File: config.mk
export PLATFORM = sky130hd
export DESIGN_NAME = mct_device_flat
export DESIGN_NICKNAME = d
export VERILOG_FILES = /design/src/logic/mct_pkg.sv /design/src/logic/mct_link_if.sv /design/src/logic/mct_device.sv /design/src/flat_wrapper.sv
export SDC_FILE = /design/constraint.sdc
export NUM_CORES = 2
export LEC_CHECK = 0
export BUFFER_PORTS_ARGS = -buffer_cell sky130_fd_sc_hd__clkbuf_2
export CAP_MARGIN = 20
export CORE_MARGIN = 2
export CORE_UTILIZATION = 53
export DETAILED_ROUTE_END_ITERATION = 7
export GPL_ROUTABILITY_DRIVEN = 1
export PLACE_DENSITY = 0.73
export SYNTH_ARGS = -nofsm -noshare
export SYNTH_HDL_FRONTEND = slang
export SYNTH_SLANG_ARGS = --single-unit
File: constraint.sdc
create_clock -name ref_clk -period 3.5 [get_ports ref_clk]
set_input_delay 0.525 -clock ref_clk [delete_from_list [all_inputs] [get_ports ref_clk]]
set_output_delay 0.525 -clock ref_clk [all_outputs]
set_load 0.02 [all_outputs]
File: src/logic/mct_pkg.sv
// Constants and types for the monitor, clock and timer block
package mct_pkg;
  // ==================================================================
  // Sizes
  localparam int NUM_CH   = 12; // Monitor channels
  localparam int CH_W     = 4;  // Channel select width
  localparam int NUM_TMR  = 4;  // Programmable timers
  localparam int TSEL_W   = 7;  // Timer step select, 128 steps
  localparam int ADC_W    = 10; // Raw converter code
  localparam int RES_W    = 12; // Stored readout
  localparam int RES_HI_W = 8;  // Readout high part
  localparam int RES_LO_W = 4;  // Readout low part
  localparam int ATTEN_GAIN = 3; // Readout scale when dividing by three
  localparam int MV_PER_LSB = 2; // Readout weight in millivolts
  localparam int MV_W       = 14;
  // ==================================================================
  // Clocks
  localparam int REF_CLK_HZ = 40_000_000;
  localparam int MCLK_HZ    = 8_000_000;
  localparam int MCLK_PER_US = MCLK_HZ / 1_000_000;
  localparam int LOGIC_DIV  = 32; // Master ticks per logic tick
  localparam int LDIV_W     = 5;
  // ==================================================================
  // Filter delays, counted in master clock ticks
  localparam int FILT_LONG_US     = 64;
  localparam int FILT_SHORT_US    = 16;
  localparam int FILT_LONG_TICKS  = FILT_LONG_US * MCLK_PER_US;
  localparam int FILT_SHORT_TICKS = FILT_SHORT_US * MCLK_PER_US;
  localparam int FILT_CNT_W       = 10;
  // ==================================================================
  // Timers, counted in logic clock ticks
  localparam int TMR_MIN_US     = 32;
  localparam int TMR_MIN_TICKS  = TMR_MIN_US * MCLK_PER_US / LOGIC_DIV;
  localparam int TMR_CURVE_MUL  = 243; // Top step lands near 1.96 s
  localparam int TMR_CURVE_SHIFT = 3;
  localparam int TMR_PROD_W     = 22;
  localparam int TMR_CNT_W      = 19;
  // ==================================================================
  // Board clock roles
  typedef enum logic [1:0] {MCT_STANDALONE, MCT_MASTER, MCT_SLAVE} mct_clk_mode_t;
endpackage

File: src/logic/mct_link_if.sv
// Link between the device end and the host end
`timescale 1ns/1ps
interface mct_link_if;
  logic [mct_pkg::NUM_CH-1:0]   mon_a;       // Primary outputs
  logic [mct_pkg::NUM_CH-1:0]   mon_b;       // Secondary outputs
  logic                         logic_tick;  // One cycle per logic clock
  logic [mct_pkg::NUM_CH-1:0]   window_mode; // Primary shows window
  logic [mct_pkg::NUM_CH-1:0]   filt_en;     // Long noise filter
  logic                         sw_int_clk;  // Internal clock switch
  logic                         sw_pin_link; // Clock pin link switch
  logic                         sw_export;   // Logic clock export
  logic                         meas_req;    // Measurement request
  logic [mct_pkg::CH_W-1:0]     meas_chan;   // Channel to measure
  logic                         meas_atten;  // Divide by three
  logic                         meas_done;   // Result latched pulse
  logic [mct_pkg::RES_HI_W-1:0] res_high;    // Readout high part
  logic [mct_pkg::RES_LO_W-1:0] res_low;     // Readout low part
  logic [mct_pkg::NUM_TMR-1:0]  tmr_start;   // Timer run controls
  logic [mct_pkg::NUM_TMR-1:0]  tmr_done;    // Timer timeout flags
  logic [mct_pkg::NUM_TMR-1:0][mct_pkg::TSEL_W-1:0] tmr_sel; // Timer step selects

  modport dev (
    output mon_a, mon_b, logic_tick, meas_done, res_high, res_low, tmr_done,
    input  window_mode, filt_en, sw_int_clk, sw_pin_link, sw_export,
    input  meas_req, meas_chan, meas_atten, tmr_start, tmr_sel
  );
  modport host (
    input  mon_a, mon_b, logic_tick, meas_done, res_high, res_low, tmr_done,
    output window_mode, filt_en, sw_int_clk, sw_pin_link, sw_export,
    output meas_req, meas_chan, meas_atten, tmr_start, tmr_sel
  );
endinterface

File: src/logic/mct_device.sv
// Device end: monitor conditioning, clocks, timers, readout
`timescale 1ns/1ps
// ==================================================================
// What this block does
// - Window is lower compare and not upper
// - Primary output selects upper compare or window
// - Window mode needs upper threshold above lower
// - Secondary output always follows lower compare
// - Filter on: 64 us delay, glitches rejected
// - Filter off: 16 us delay
// - Outputs always resynchronised to logic clock
// - Comparator status readable by the host
// - Mux picks any channel, attenuate or not
// - Host measures any time; result latched
// - Attenuated code times three, 12-bit readout
// - Readout split 8 high, 4 low; 2 mV
// - Divide 8 MHz source by 32
// - Comparators registered on logic clock
// - Master clock drives sampling and filters
// - Switches pick standalone, master or slave
// - One board is master, rest slaves
// - Export switch drives logic clock pin
// - Four timers, 128 steps, 32 us-1.96 s
module mct_device #(
  parameter int CLK_HZ = mct_pkg::REF_CLK_HZ // Reference clock rate
) (
  input  wire logic                         ref_clk,                 // Reference clock
  input  wire logic                         rstn,                    // Async reset, low
  input  wire logic [mct_pkg::NUM_CH-1:0]   upper_threshold_compare, // Raw upper results
  input  wire logic [mct_pkg::NUM_CH-1:0]   lower_threshold_compare, // Raw lower results
  input  wire logic                         mclk_in,                 // Clock pin level
  output logic                              mclk_out,                // Clock pin drive
  output logic                              mclk_oe,                 // Clock pin enable
  output logic                              logic_clock_out_pin,     // Logic clock drive
  output logic                              logic_clock_oe,          // Logic clock enable
  output logic [mct_pkg::CH_W-1:0]          adc_mux_sel,             // Converter mux
  output logic                              adc_atten_div3,          // Attenuator setting
  output logic                              adc_start,               // Conversion pulse
  input  wire logic                         adc_done,                // Conversion ready
  input  wire logic [mct_pkg::ADC_W-1:0]    adc_code,                // Converter code
  mct_link_if.dev                           link                     // Host side
);
  localparam int MDIV = CLK_HZ / mct_pkg::MCLK_HZ;
  localparam logic [2:0] MDIV_LAST = 3'(MDIV - 1);
  localparam logic [2:0] MDIV_HALF = 3'(MDIV / 2);
  localparam logic [mct_pkg::FILT_CNT_W-1:0] F_LONG =
    mct_pkg::FILT_CNT_W'(mct_pkg::FILT_LONG_TICKS - 1);
  localparam logic [mct_pkg::FILT_CNT_W-1:0] F_SHORT =
    mct_pkg::FILT_CNT_W'(mct_pkg::FILT_SHORT_TICKS - 1);

  // Slave edge detection needs at least four reference cycles per master cycle
  if (CLK_HZ % mct_pkg::MCLK_HZ != 0 || MDIV < 4 || MDIV > 8) begin : g_bad_clk
    $error("CLK_HZ must be 4 to 8 master clocks");
  end

  // ==================================================================
  // Master clock source and pin
  logic [2:0] mdiv_cnt, next_mdiv_cnt;
  logic       pin_s1, pin_s2, pin_s3, next_mclk_out;
  logic       mtick, itick, etick;
  logic [mct_pkg::LDIV_W-1:0] pre, next_pre;
  logic       ltick, next_lclk;

  // Internal 8 MHz ticks, and rising edges of the pin when slaved
  always_comb begin
    itick = (mdiv_cnt == MDIV_LAST);
    next_mdiv_cnt = itick ? 3'h0 : mdiv_cnt + 3'h1;
    next_mclk_out = (next_mdiv_cnt < MDIV_HALF);
    etick = pin_s2 & ~pin_s3;
    mtick = link.sw_int_clk ? itick : etick;
    ltick = mtick && (pre == {mct_pkg::LDIV_W{1'b1}});
    next_pre = mtick ? pre + 5'h01 : pre;
    next_lclk = pre[mct_pkg::LDIV_W-1];
  end

  // Pin drives only in master mode
  always_ff @(posedge ref_clk or negedge rstn) begin
    if (!rstn) begin
      mdiv_cnt <= 3'h0;
      mclk_out <= 1'b0;
      pin_s1 <= 1'b0;
      pin_s2 <= 1'b0;
      pin_s3 <= 1'b0;
      pre <= 5'h00;
      logic_clock_out_pin <= 1'b0;
    end else begin
      mdiv_cnt <= next_mdiv_cnt;
      mclk_out <= next_mclk_out;
      pin_s1 <= mclk_in;
      pin_s2 <= pin_s1;
      pin_s3 <= pin_s2;
      pre <= next_pre;
      logic_clock_out_pin <= next_lclk;
    end
  end

  assign mclk_oe        = link.sw_int_clk & link.sw_pin_link;
  assign logic_clock_oe = link.sw_export;
  assign link.logic_tick = ltick;

  // ==================================================================
  // Per-channel conditioning
  for (genvar i = 0; i < mct_pkg::NUM_CH; i++) begin : g_ch
    logic [1:0] sy1, sy2, filt, next_filt;
    logic [1:0][mct_pkg::FILT_CNT_W-1:0] cnt, next_cnt;
    logic [mct_pkg::FILT_CNT_W-1:0] lim;
    logic a_q, b_q, next_a, next_b, win;

    // Bit 0 upper, bit 1 lower; a change must hold for the whole delay
    always_comb begin
      lim = link.filt_en[i] ? F_LONG : F_SHORT;
      next_filt = filt;
      next_cnt  = cnt;
      for (int k = 0; k < 2; k++) begin
        if (mtick) begin
          if (sy2[k] == filt[k]) begin
            next_cnt[k] = '0;
          end else if (cnt[k] == lim) begin
            next_filt[k] = sy2[k];
            next_cnt[k]  = '0;
          end else begin
            next_cnt[k] = cnt[k] + 10'h001;
          end
        end
      end
      win    = filt[1] & ~filt[0];
      next_a = a_q;
      next_b = b_q;
      if (ltick) begin
        next_a = link.window_mode[i] ? win : filt[0];
        next_b = filt[1];
      end
    end

    always_ff @(posedge ref_clk or negedge rstn) begin
      if (!rstn) begin
        sy1  <= 2'h0;
        sy2  <= 2'h0;
        filt <= 2'h0;
        cnt  <= '0;
        a_q  <= 1'b0;
        b_q  <= 1'b0;
      end else begin
        sy1  <= {lower_threshold_compare[i], upper_threshold_compare[i]};
        sy2  <= sy1;
        filt <= next_filt;
        cnt  <= next_cnt;
        a_q  <= next_a;
        b_q  <= next_b;
      end
    end

    assign link.mon_a[i] = a_q;
    assign link.mon_b[i] = b_q;
  end

  // ==================================================================
  // Programmable timers
  for (genvar t = 0; t < mct_pkg::NUM_TMR; t++) begin : g_tmr
    logic [mct_pkg::TMR_CNT_W-1:0]  cnt, next_cnt, limit;
    logic [mct_pkg::TMR_PROD_W-1:0] prod;
    logic done, next_done;

    // Quadratic curve: fine steps short, coarse steps long
    always_comb begin
      prod = 22'(link.tmr_sel[t]) * 22'(link.tmr_sel[t]) * 22'(mct_pkg::TMR_CURVE_MUL);
      limit = mct_pkg::TMR_CNT_W'(mct_pkg::TMR_MIN_TICKS)
        + mct_pkg::TMR_CNT_W'(prod >> mct_pkg::TMR_CURVE_SHIFT);
      next_cnt = cnt;
      next_done = done;
      if (!link.tmr_start[t]) begin
        next_cnt = '0;
        next_done = 1'b0;
      end else if (ltick && !done) begin
        if (cnt == limit - mct_pkg::TMR_CNT_W'(1)) begin
          next_done = 1'b1;
        end else begin
          next_cnt = cnt + mct_pkg::TMR_CNT_W'(1);
        end
      end
    end

    always_ff @(posedge ref_clk or negedge rstn) begin
      if (!rstn) begin
        cnt  <= '0;
        done <= 1'b0;
      end else begin
        cnt  <= next_cnt;
        done <= next_done;
      end
    end

    assign link.tmr_done[t] = done;
  end

  // ==================================================================
  // Measurement sequencing and readout formatting
  typedef enum logic [1:0] {MCT_M_IDLE, MCT_M_CONV, MCT_M_DROP} mct_meas_t;
  mct_meas_t state, next_state;
  logic [mct_pkg::RES_W-1:0] res, next_res;
  logic [mct_pkg::CH_W-1:0]  sel, next_sel;
  logic atten, next_atten, next_start, next_done;

  // Request held until result is back; DROP waits for its release
  always_comb begin
    next_state = state;
    next_res   = res;
    next_sel   = sel;
    next_atten = atten;
    next_start = 1'b0;
    next_done  = 1'b0;
    case (state)
      MCT_M_IDLE: begin
        if (link.meas_req) begin
          next_sel   = link.meas_chan;
          next_atten = link.meas_atten;
          if (link.meas_chan < 4'(mct_pkg::NUM_CH)) begin
            next_start = 1'b1;
            next_state = MCT_M_CONV;
          end else begin
            next_res   = '0; // Nonexistent channel reads zero
            next_done  = 1'b1;
            next_state = MCT_M_DROP;
          end
        end
      end
      MCT_M_CONV: begin
        if (adc_done) begin
          next_res = atten ? 12'(adc_code) * 12'(mct_pkg::ATTEN_GAIN)
                           : 12'(adc_code);
          next_done  = 1'b1;
          next_state = MCT_M_DROP;
        end
      end
      default: begin
        if (!link.meas_req) begin
          next_state = MCT_M_IDLE;
        end
      end
    endcase
  end

  always_ff @(posedge ref_clk or negedge rstn) begin
    if (!rstn) begin
      state <= MCT_M_IDLE;
      res <= '0;
      sel <= '0;
      atten <= 1'b0;
      adc_start <= 1'b0;
      link.meas_done <= 1'b0;
    end else begin
      state <= next_state;
      res <= next_res;
      sel <= next_sel;
      atten <= next_atten;
      adc_start <= next_start;
      link.meas_done <= next_done;
    end
  end

  assign adc_mux_sel    = sel;
  assign adc_atten_div3 = atten;
  assign link.res_high  = res[mct_pkg::RES_W-1:mct_pkg::RES_LO_W];
  assign link.res_low   = res[mct_pkg::RES_LO_W-1:0];
endmodule

File: src/flat_wrapper.sv
// flat-port wrapper written by rule: the top's interface ports become plain ports
module mct_device_flat 
#(
  parameter int CLK_HZ = mct_pkg::REF_CLK_HZ                        
)
  (ref_clk, rstn, upper_threshold_compare, lower_threshold_compare, mclk_in, mclk_out, mclk_oe, logic_clock_out_pin, logic_clock_oe, adc_mux_sel, adc_atten_div3, adc_start, adc_done, adc_code, link_mon_a, link_mon_b, link_logic_tick, link_meas_done, link_res_high, link_res_low, link_tmr_done, link_window_mode, link_filt_en, link_sw_int_clk, link_sw_pin_link, link_sw_export, link_meas_req, link_meas_chan, link_meas_atten, link_tmr_start, link_tmr_sel);
  mct_link_if link_i ();
  input  wire logic ref_clk;
  input  wire logic rstn;
  input  wire logic [mct_pkg::NUM_CH-1:0] upper_threshold_compare;
  input  wire logic [mct_pkg::NUM_CH-1:0] lower_threshold_compare;
  input  wire logic mclk_in;
  output logic mclk_out;
  output logic mclk_oe;
  output logic logic_clock_out_pin;
  output logic logic_clock_oe;
  output logic [mct_pkg::CH_W-1:0] adc_mux_sel;
  output logic adc_atten_div3;
  output logic adc_start;
  input  wire logic adc_done;
  input  wire logic [mct_pkg::ADC_W-1:0] adc_code;
  output wire logic [$bits(link_i.mon_a)-1:0] link_mon_a;
  output wire logic [$bits(link_i.mon_b)-1:0] link_mon_b;
  output wire logic [$bits(link_i.logic_tick)-1:0] link_logic_tick;
  output wire logic [$bits(link_i.meas_done)-1:0] link_meas_done;
  output wire logic [$bits(link_i.res_high)-1:0] link_res_high;
  output wire logic [$bits(link_i.res_low)-1:0] link_res_low;
  output wire logic [$bits(link_i.tmr_done)-1:0] link_tmr_done;
  input wire logic [$bits(link_i.window_mode)-1:0] link_window_mode;
  input wire logic [$bits(link_i.filt_en)-1:0] link_filt_en;
  input wire logic [$bits(link_i.sw_int_clk)-1:0] link_sw_int_clk;
  input wire logic [$bits(link_i.sw_pin_link)-1:0] link_sw_pin_link;
  input wire logic [$bits(link_i.sw_export)-1:0] link_sw_export;
  input wire logic [$bits(link_i.meas_req)-1:0] link_meas_req;
  input wire logic [$bits(link_i.meas_chan)-1:0] link_meas_chan;
  input wire logic [$bits(link_i.meas_atten)-1:0] link_meas_atten;
  input wire logic [$bits(link_i.tmr_start)-1:0] link_tmr_start;
  input wire logic [$bits(link_i.tmr_sel)-1:0] link_tmr_sel;
  assign link_mon_a = link_i.mon_a;
  assign link_mon_b = link_i.mon_b;
  assign link_logic_tick = link_i.logic_tick;
  assign link_meas_done = link_i.meas_done;
  assign link_res_high = link_i.res_high;
  assign link_res_low = link_i.res_low;
  assign link_tmr_done = link_i.tmr_done;
  assign link_i.window_mode = link_window_mode;
  assign link_i.filt_en = link_filt_en;
  assign link_i.sw_int_clk = link_sw_int_clk;
  assign link_i.sw_pin_link = link_sw_pin_link;
  assign link_i.sw_export = link_sw_export;
  assign link_i.meas_req = link_meas_req;
  assign link_i.meas_chan = link_meas_chan;
  assign link_i.meas_atten = link_meas_atten;
  assign link_i.tmr_start = link_tmr_start;
  assign link_i.tmr_sel = link_tmr_sel;
  mct_device #(.CLK_HZ(CLK_HZ)) u_core (.ref_clk(ref_clk), .rstn(rstn), .upper_threshold_compare(upper_threshold_compare), .lower_threshold_compare(lower_threshold_compare), .mclk_in(mclk_in), .mclk_out(mclk_out), .mclk_oe(mclk_oe), .logic_clock_out_pin(logic_clock_out_pin), .logic_clock_oe(logic_clock_oe), .adc_mux_sel(adc_mux_sel), .adc_atten_div3(adc_atten_div3), .adc_start(adc_start), .adc_done(adc_done), .adc_code(adc_code), .link(link_i));
endmodule
# After elaboration in Yosys (flattened, before gate mapping)
# Cells that the tools add are included.
[word_totals]
regBits = 450
inputBits = 103
output_inout_bits = 52
wordCells = 449
[classes]
n_addsub = 38
multipliers = 9
magnitude_cmp = 2
eq_ne = 71
mux = 115
bitwise_logic = 51
n_reduce_logical = 46
[op_table]
columns = ["operator", "n"]
rows = [
  ["10-bit 2-to-1 mux", 48],
  ["10-bit by 1-bit adder with 10-bit output (second input constant)", 24],
  ["10-bit equality test", 24],
  ["19-bit 2-to-1 mux", 12],
  ["9-bit 2-to-1 mux", 12],
  ["14-bit by 8-bit multiplier with 22-bit output (second input constant)", 4],
  ["19-bit by 1-bit adder with 19-bit output (second input constant)", 4],
  ["4-bit by 19-bit adder with 19-bit output (first input constant)", 4],
  ["19-bit equality test", 4],
  ["19-bit by 1-bit subtractor with 19-bit output (second input constant)", 4],
  ["3-bit AND reduction", 25],
  ["7-bit by 7-bit multiplier with 14-bit output", 4],
  ["12-bit 2-to-1 mux", 4],
  ["1-bit inverter", 37],
  ["1-bit 2-to-1 mux", 31],
  ["1-bit equality test", 24],
  ["12-bit one-hot mux with 2 select lines", 1],
  ["2-bit AND reduction", 9],
  ["2-bit by 1-bit inequality test with 1-bit output (second input constant)", 8],
  ["1-bit bitwise AND", 14],
  ["2-bit inequality test (second input constant)", 7],
  ["10-bit by 2-bit multiplier with 12-bit output (second input constant)", 1],
  ["2-bit 2-to-1 mux", 4],
  ["5-bit by 1-bit adder with 5-bit output (second input constant)", 1],
  ["other kinds (15)", 22],
]

# Logic depth before layout (Yosys ltp)
[depth]
depth_word = 8
ltp_mapped = 37
ltp_nobuf = 34

# Least setup slack after synthesis
# OpenSTA, ideal clock, no wires.
[synth_timing]
kind = "input to register"
from = "input link_tmr_sel[22]"
to = "register u_core.g_tmr[3].cnt[1] (netlist name)"
setup_time_ns = 0.122
t_arrival_ns = 9.763
required_ns = 3.378
slack_ns = -6.385
path_stages = 35
n_path_buf = 3
cell_sequence = "clkbuf_1 > nand2_1 > fa_1 > fa_1 > fa_1 > inv_1 > fa_1 > ha_1 > a21boi_0 > o21ai_0 > nand2_1 > xor2_1 > inv_1 > fa_1 > inv_1 > fa_1 > inv_1 > fa_1 > fa_1 > inv_1 > ha_1 > buf_2 > and2_1 > nand2_1 > or4b_4 > a31o_1 > a31oi_4 > o21ai_0 > nor4_2 > xnor3_1 > or3_1 > a2111oi_4 > buf_4 > nor2_1 > a32o_1"
[synth_via]
elab_chain_cells = 7
[synth_lines]
columns = ["item", "line_no", "source"]
rows = [
  ["start, declared", "flat_wrapper.sv:38", "input wire logic [$bits(link_i.tmr_sel)-1:0] link_tmr_sel;"],
  ["7-bit by 7-bit multiplier with 14-bit output", "mct_device.sv:166", "prod = 22'(link.tmr_sel[t]) * 22'(link.tmr_sel[t]) * 22'(mct_pkg::TMR_CURVE_MUL);"],
  ["14-bit by 8-bit multiplier with 22-bit output", "mct_device.sv:166", ""],
  ["4-bit by 19-bit adder with 19-bit output", "mct_device.sv:168", "+ mct_pkg::TMR_CNT_W'(prod >> mct_pkg::TMR_CURVE_SHIFT);"],
  ["19-bit by 1-bit subtractor with 19-bit output", "mct_device.sv:175", "if (cnt == limit - mct_pkg::TMR_CNT_W'(1)) begin"],
  ["19-bit equality test", "mct_device.sv:175", ""],
  ["2-bit inequality test (no source line)", "-", ""],
  ["2-bit AND reduction (no source line)", "-", ""],
  ["end signal, assigned", "mct_device.sv:188", "cnt <= next_cnt;"],
  ["end, declared", "mct_device.sv:160", "logic [mct_pkg::TMR_CNT_W-1:0] cnt, next_cnt, limit;"],
]
# No other way between the ends.
# A chain may end at the register's enable or synchronous reset.

# Worst setup path after layout
[layout_timing]
from = "input link_tmr_sel[8]"
to = "register u_core.g_tmr[1].cnt[10] (netlist name)"
[layout_via]
elab_chain_cells = 7
[layout_lines]
columns = ["item", "line_no"]
rows = [
  ["7-bit by 7-bit multiplier with 14-bit output", "mct_device.sv:166"],
  ["14-bit by 8-bit multiplier with 22-bit output", "mct_device.sv:166"],
  ["4-bit by 19-bit adder with 19-bit output", "mct_device.sv:168"],
  ["19-bit by 1-bit subtractor with 19-bit output", "mct_device.sv:175"],
  ["19-bit equality test", "mct_device.sv:175"],
  ["2-bit inequality test (no source line)", "-"],
  ["2-bit AND reduction (no source line)", "-"],
  ["end signal, assigned", "mct_device.sv:188"],
  ["end, declared", "mct_device.sv:160"],
]
# No other way between the ends.

==> insert_results.sql <==
INSERT INTO impl_metrics (metric_group, metric, value, unit) VALUES
('die', 'floorplan.initialDensity', '53.5', '%'),
('clocking', 'tritoncts', 'yes', ''),
('timing', 'worst_slack', '-5.33', 'ns'),
('timing', 'max_freq', '113', 'MHz'),
('clocking', 'tritoncts_buffer_count', '46', ''),
('grt', 'grt_pass1_vias', '33300', ''),
('worst_setup_path', 'critPathMostFrequentCell', 'sky130_fd_sc_hd__fa_1', ''),
('timing', 'grt_setup_unrepaired', 'true', ''),
('synthesis', 'yosysMostFrequentCell', 'sky130_fd_sc_hd__dfrtp_1', ''),
('clocking', 'tritoncts_num_sinks', '450', ''),
('die', 'placeableCoreArea', '0.0728', 'mm^2'),
('synthesis', 'synth_cells', '4367', ''),
('synthesis', 'synth-async-reset-ratio', '100', '%'),
('timing', 'min_period_over_period', '252', '%'),
('route', 'antenna_violation_net_count_after_detailed_routing', '0', ''),
('route', 'via_count', '33700', ''),
('clocking', 'insertion_delay', '0.60', 'ns'),
('synthesis', 'synth_area_leader_cell', 'sky130_fd_sc_hd__dfrtp_1', ''),
('route', 'avgViaCountPerCell', '5.52', ''),
('min_path', 'hold_path.class', 'input pin to register', ''),
('placed_design', 'finalWeightedCongestion', '0.860', ''),
('clocking', 'htree_levels', '2', ''),
('worst_setup_path', 'timing.critical_path.to_type', 'register', ''),
('worst_setup_path', 'cp_max_delay_cell', 'sky130_fd_sc_hd__fa_1', ''),
('route', 'initialDrtViolationCount', '1664', ''),
('run', 'max_cap_violations', '0', ''),
('timing', 'period_needed', '8.83', 'ns'),
('timing', 'final_hold_viol_count', '0', ''),
('worst_setup_path', 'timing.setup.critical_path_class', 'input pin to register', ''),
('timing', 'slew-limit-headroom', '44.4', '%'),
('worst_setup_path', 'cp_slowest_stage_delay', '0.53', 'ns'),
('synthesis', 'yosys_register_bits', '450', ''),
('die', 'floorplan.die.height', '275', 'um'),
('die', 'dieWidth', '275', 'um'),
('synthesis', 'yosysUniqueCellTypes', '106', ''),
('clocking', 'max-clock-path-buffers', '3', ''),
('run_status', 'result_of_the_run', 'finished, violations left', ''),
('cells_and_area', 'final_net_count', '5750', ''),
('die', 'io-pin-count', '155', ''),
('worst_setup_path', 'cp_max_fo', '8', ''),
('timing', 'setup_violations', '80', ''),
('timing', 'max_slew.worst_pin.slew', '0.833', 'ns'),
('worst_setup_path', 'critPathRequiredTime', '3.94', 'ns'),
('route', 'drc', '0', ''),
('synthesis', 'synth_edf_count', '0', ''),
('grt', 'grt_start_max_net_pins', '85', ''),
('synthesis', 'netlist_top_cells_count', '450 x sky130_fd_sc_hd__dfrtp_1, 438 x sky130_fd_sc_hd__inv_1, 436 x sky130_fd_sc_hd__nand2_1', ''),
('cells_and_area', 'layout-drive-gt1-share', '26.4', '%'),
('cells_and_area', 'area_growth_syn_to_layout', '28.0', '%'),
('clocking', 'clkSlewWorstSetupHoldPaths', '0.06', 'ns'),
('die', 'area_of_the_die', '0.0757', 'mm^2'),
('grt', 'grt_overflow', '0', ''),
('cells_and_area', 'fillers', '5485', ''),
('grt', 'wire_length_of_the_first_global_routing_pass', '153', 'mm'),
('route', 'wire_per_inst', '14.9', 'um'),
('synthesis', 'post_synth_instance_area', '0.0390', 'mm^2'),
('synthesis', 'per_instance_average_area_after_synthesis', '8.92', 'um^2'),
('grt', 'grt_util_all_layers', '23.7', '%'),
('route', 'drt_total_wl', '91.0', 'mm'),
('route', 'detail_route.first_pass.iterations', '7', ''),
('placed_design', 'dp.final_hpwl', '65.8', 'mm'),
('timing', 'max_slew_violations', '0', ''),
('synthesis', 'postSynth.topFlopCell', 'sky130_fd_sc_hd__dfrtp_1', ''),
('worst_setup_path', 'type_of_element_launching_the_critical_path', 'input pin', ''),
('grt', 'antenna_violations_before_repair', '3', ''),
('synthesis', 'post_synth_main_area_contributors', 'sky130_fd_sc_hd__dfrtp_1 29%, sky130_fd_sc_hd__fa_1 11%, sky130_fd_sc_hd__ha_1 10%', ''),
('clocking', 'clock_tree.root_cell', 'sky130_fd_sc_hd__clkbuf_16', ''),
('worst_setup_path', 'worst-endpoint-arrival', '9.27', 'ns'),
('die', 'row_count', '99', ''),
('timing', 'finalClockSkew', '0.0290', 'ns'),
('run_status', 'violated_checks', 'setup timing', ''),
('timing', 'setup_tns', '-398.40', 'ns'),
('synthesis', 'yosys_warnings', '0', ''),
('synthesis', 'synth-seq-area-share', '28.9', '%'),
('synthesis', 'netlist.area_leader.share', '28.9', '%'),
('placed_design', 'port_buffers', '152', '');
stage by stage:
| stage | instance area [um^2] | hold slack (ns) | utilization [%] | instances | setup slack (ns) |
|---|---|---|---|---|---|
| 3_3_place_gp | 45600 | 0.332 | 62.6 | 5941 | -5.87 |
| 2_1_floorplan | 39800 | 0.229 | - | 4374 | -5.68 |
| 4_1_cts | 49000 | 0.00824 | 67.3 | 6090 | -5.16 |
| 3_5_place_dp | 45600 | 0.335 | 62.6 | 5941 | -6.07 |
| 5_1_grt | 49900 | 0.00652 | 68.5 | 6110 | -5.56 |
| 6_report | 49900 | 0.0421 | 68.5 | 6110 | -5.33 |
layout by cell type (no fill, tap or decap), drive strengths merged, types with 174 or more instances in the layout:
cell type | synthesis | layout
buf | 48 | 693
ha | 320 | 320
nand2 | 436 | 436
dfrtp | 450 | 450
nand3 | 177 | 177
o21ai | 369 | 369
fa | 208 | 208
a21oi | 174 | 174
inv | 438 | 440
clkbuf | 100 | 204
nor2 | 214 | 214
metal layers:
layer	vias up	routed length (um)	GRT usage [%]
li1	16700	-	-
met1	16300	40500	31.6
met2	571	45400	41.0
met3	152	2780	2.39
met4	4	2260	6.64
met5	-	28	0
cells by family after synthesis:
family	count (synthesis)	synth area share, %
AND/OR/NAND/NOR	1507	19.9
AO/OA/AOI/OAI	919	15.0
buffers and inverters	586	6.05
adder cells (fa/ha/maj)	528	21.0
flip-flops	450	28.9
XOR/XNOR	285	6.73
multiplexers	91	2.51
other	1	0.00963
sequential cells by signal, indices dropped and copies added, names as in the netlist:
signal and flops:
u_core.pin_s2 1, u_core.g_ch.sy1 24, u_core.g_tmr.done 4, u_core.g_ch.filt 24, u_core.g_ch.cnt 240, u_core.adc_mux_sel 4, u_core.adc_atten_div3 1, u_core.g_ch.a_q 12
u_core.pre 5, u_core.pin_s1 1, u_core.logic_clock_out_pin 1, u_core.g_ch.b_q 12, u_core.link.meas_done 1, u_core.g_ch.sy2 24, u_core.state 2, u_core.g_tmr.cnt 76
u_core.res 12, u_core.mdiv_cnt 3, u_core.pin_s3 1, u_core.adc_start 1, u_core.mclk_out 1
layout make-up:
class	count	area, um^2	area share [%]
timing repair buffer	845	6600	13.2
clock inverter	17	238	0.477
multi-input combinational	3338	27600	55.4
sequential	450	11300	22.6
tap	959	1200	2.41
inverter	438	1640	3.30
clock buffer	62	1280	2.57
antenna	1	2.50	0.00502
final timing paths:
| check | start | end | slack, ns | cells past startpoint |
|---|---|---|---|---|
| worst min-delay path | lower_threshold_compare[0] | u_core.g_ch[0].sy1[1] | 0.04 | 1 |
| max in group asynchronous | rstn | u_core.g_ch[6].b_q | 2.02 | 3 |
| worst min register to register | u_core.g_ch[3].sy1[0] | u_core.g_ch[3].sy2[0] | 0.35 | 0 |
| worst max-delay path | link_tmr_sel[8] | u_core.g_tmr[1].cnt[10] | -5.33 | 35 |
| min in group asynchronous | rstn | u_core.g_ch[11].a_q | 0.56 | 2 |
| worst max register to register | u_core.g_tmr[1].cnt[4] | u_core.g_tmr[1].cnt[18] | 0.23 | 14 |
what timing repair did:
action / 4_1_cts / 5_1_grt
gates cloned: 9 / 0
pin swaps: 154 / 114
resized for setup: 233 / 179
hold buffers: 10 / 0
endpoints found under the setup margin: 80 / 80
buffers inserted: 55 / 27
endpoints found under the hold margin: 86 / 0
critical path: cells and delay by family:
kind | cells | cell delay, ns
buffers and inverters | 8 | 0.64
adder cells (fa/ha/maj) | 10 | 4.57
AO/OA/AOI/OAI | 9 | 1.99
AND/OR/NAND/NOR | 7 | 1.39
XOR/XNOR | 1 | 0.19
Power is left out: the tool's default activity adds up to more than one toggle a clock period on the data nets, which glitch-free logic cannot reach.
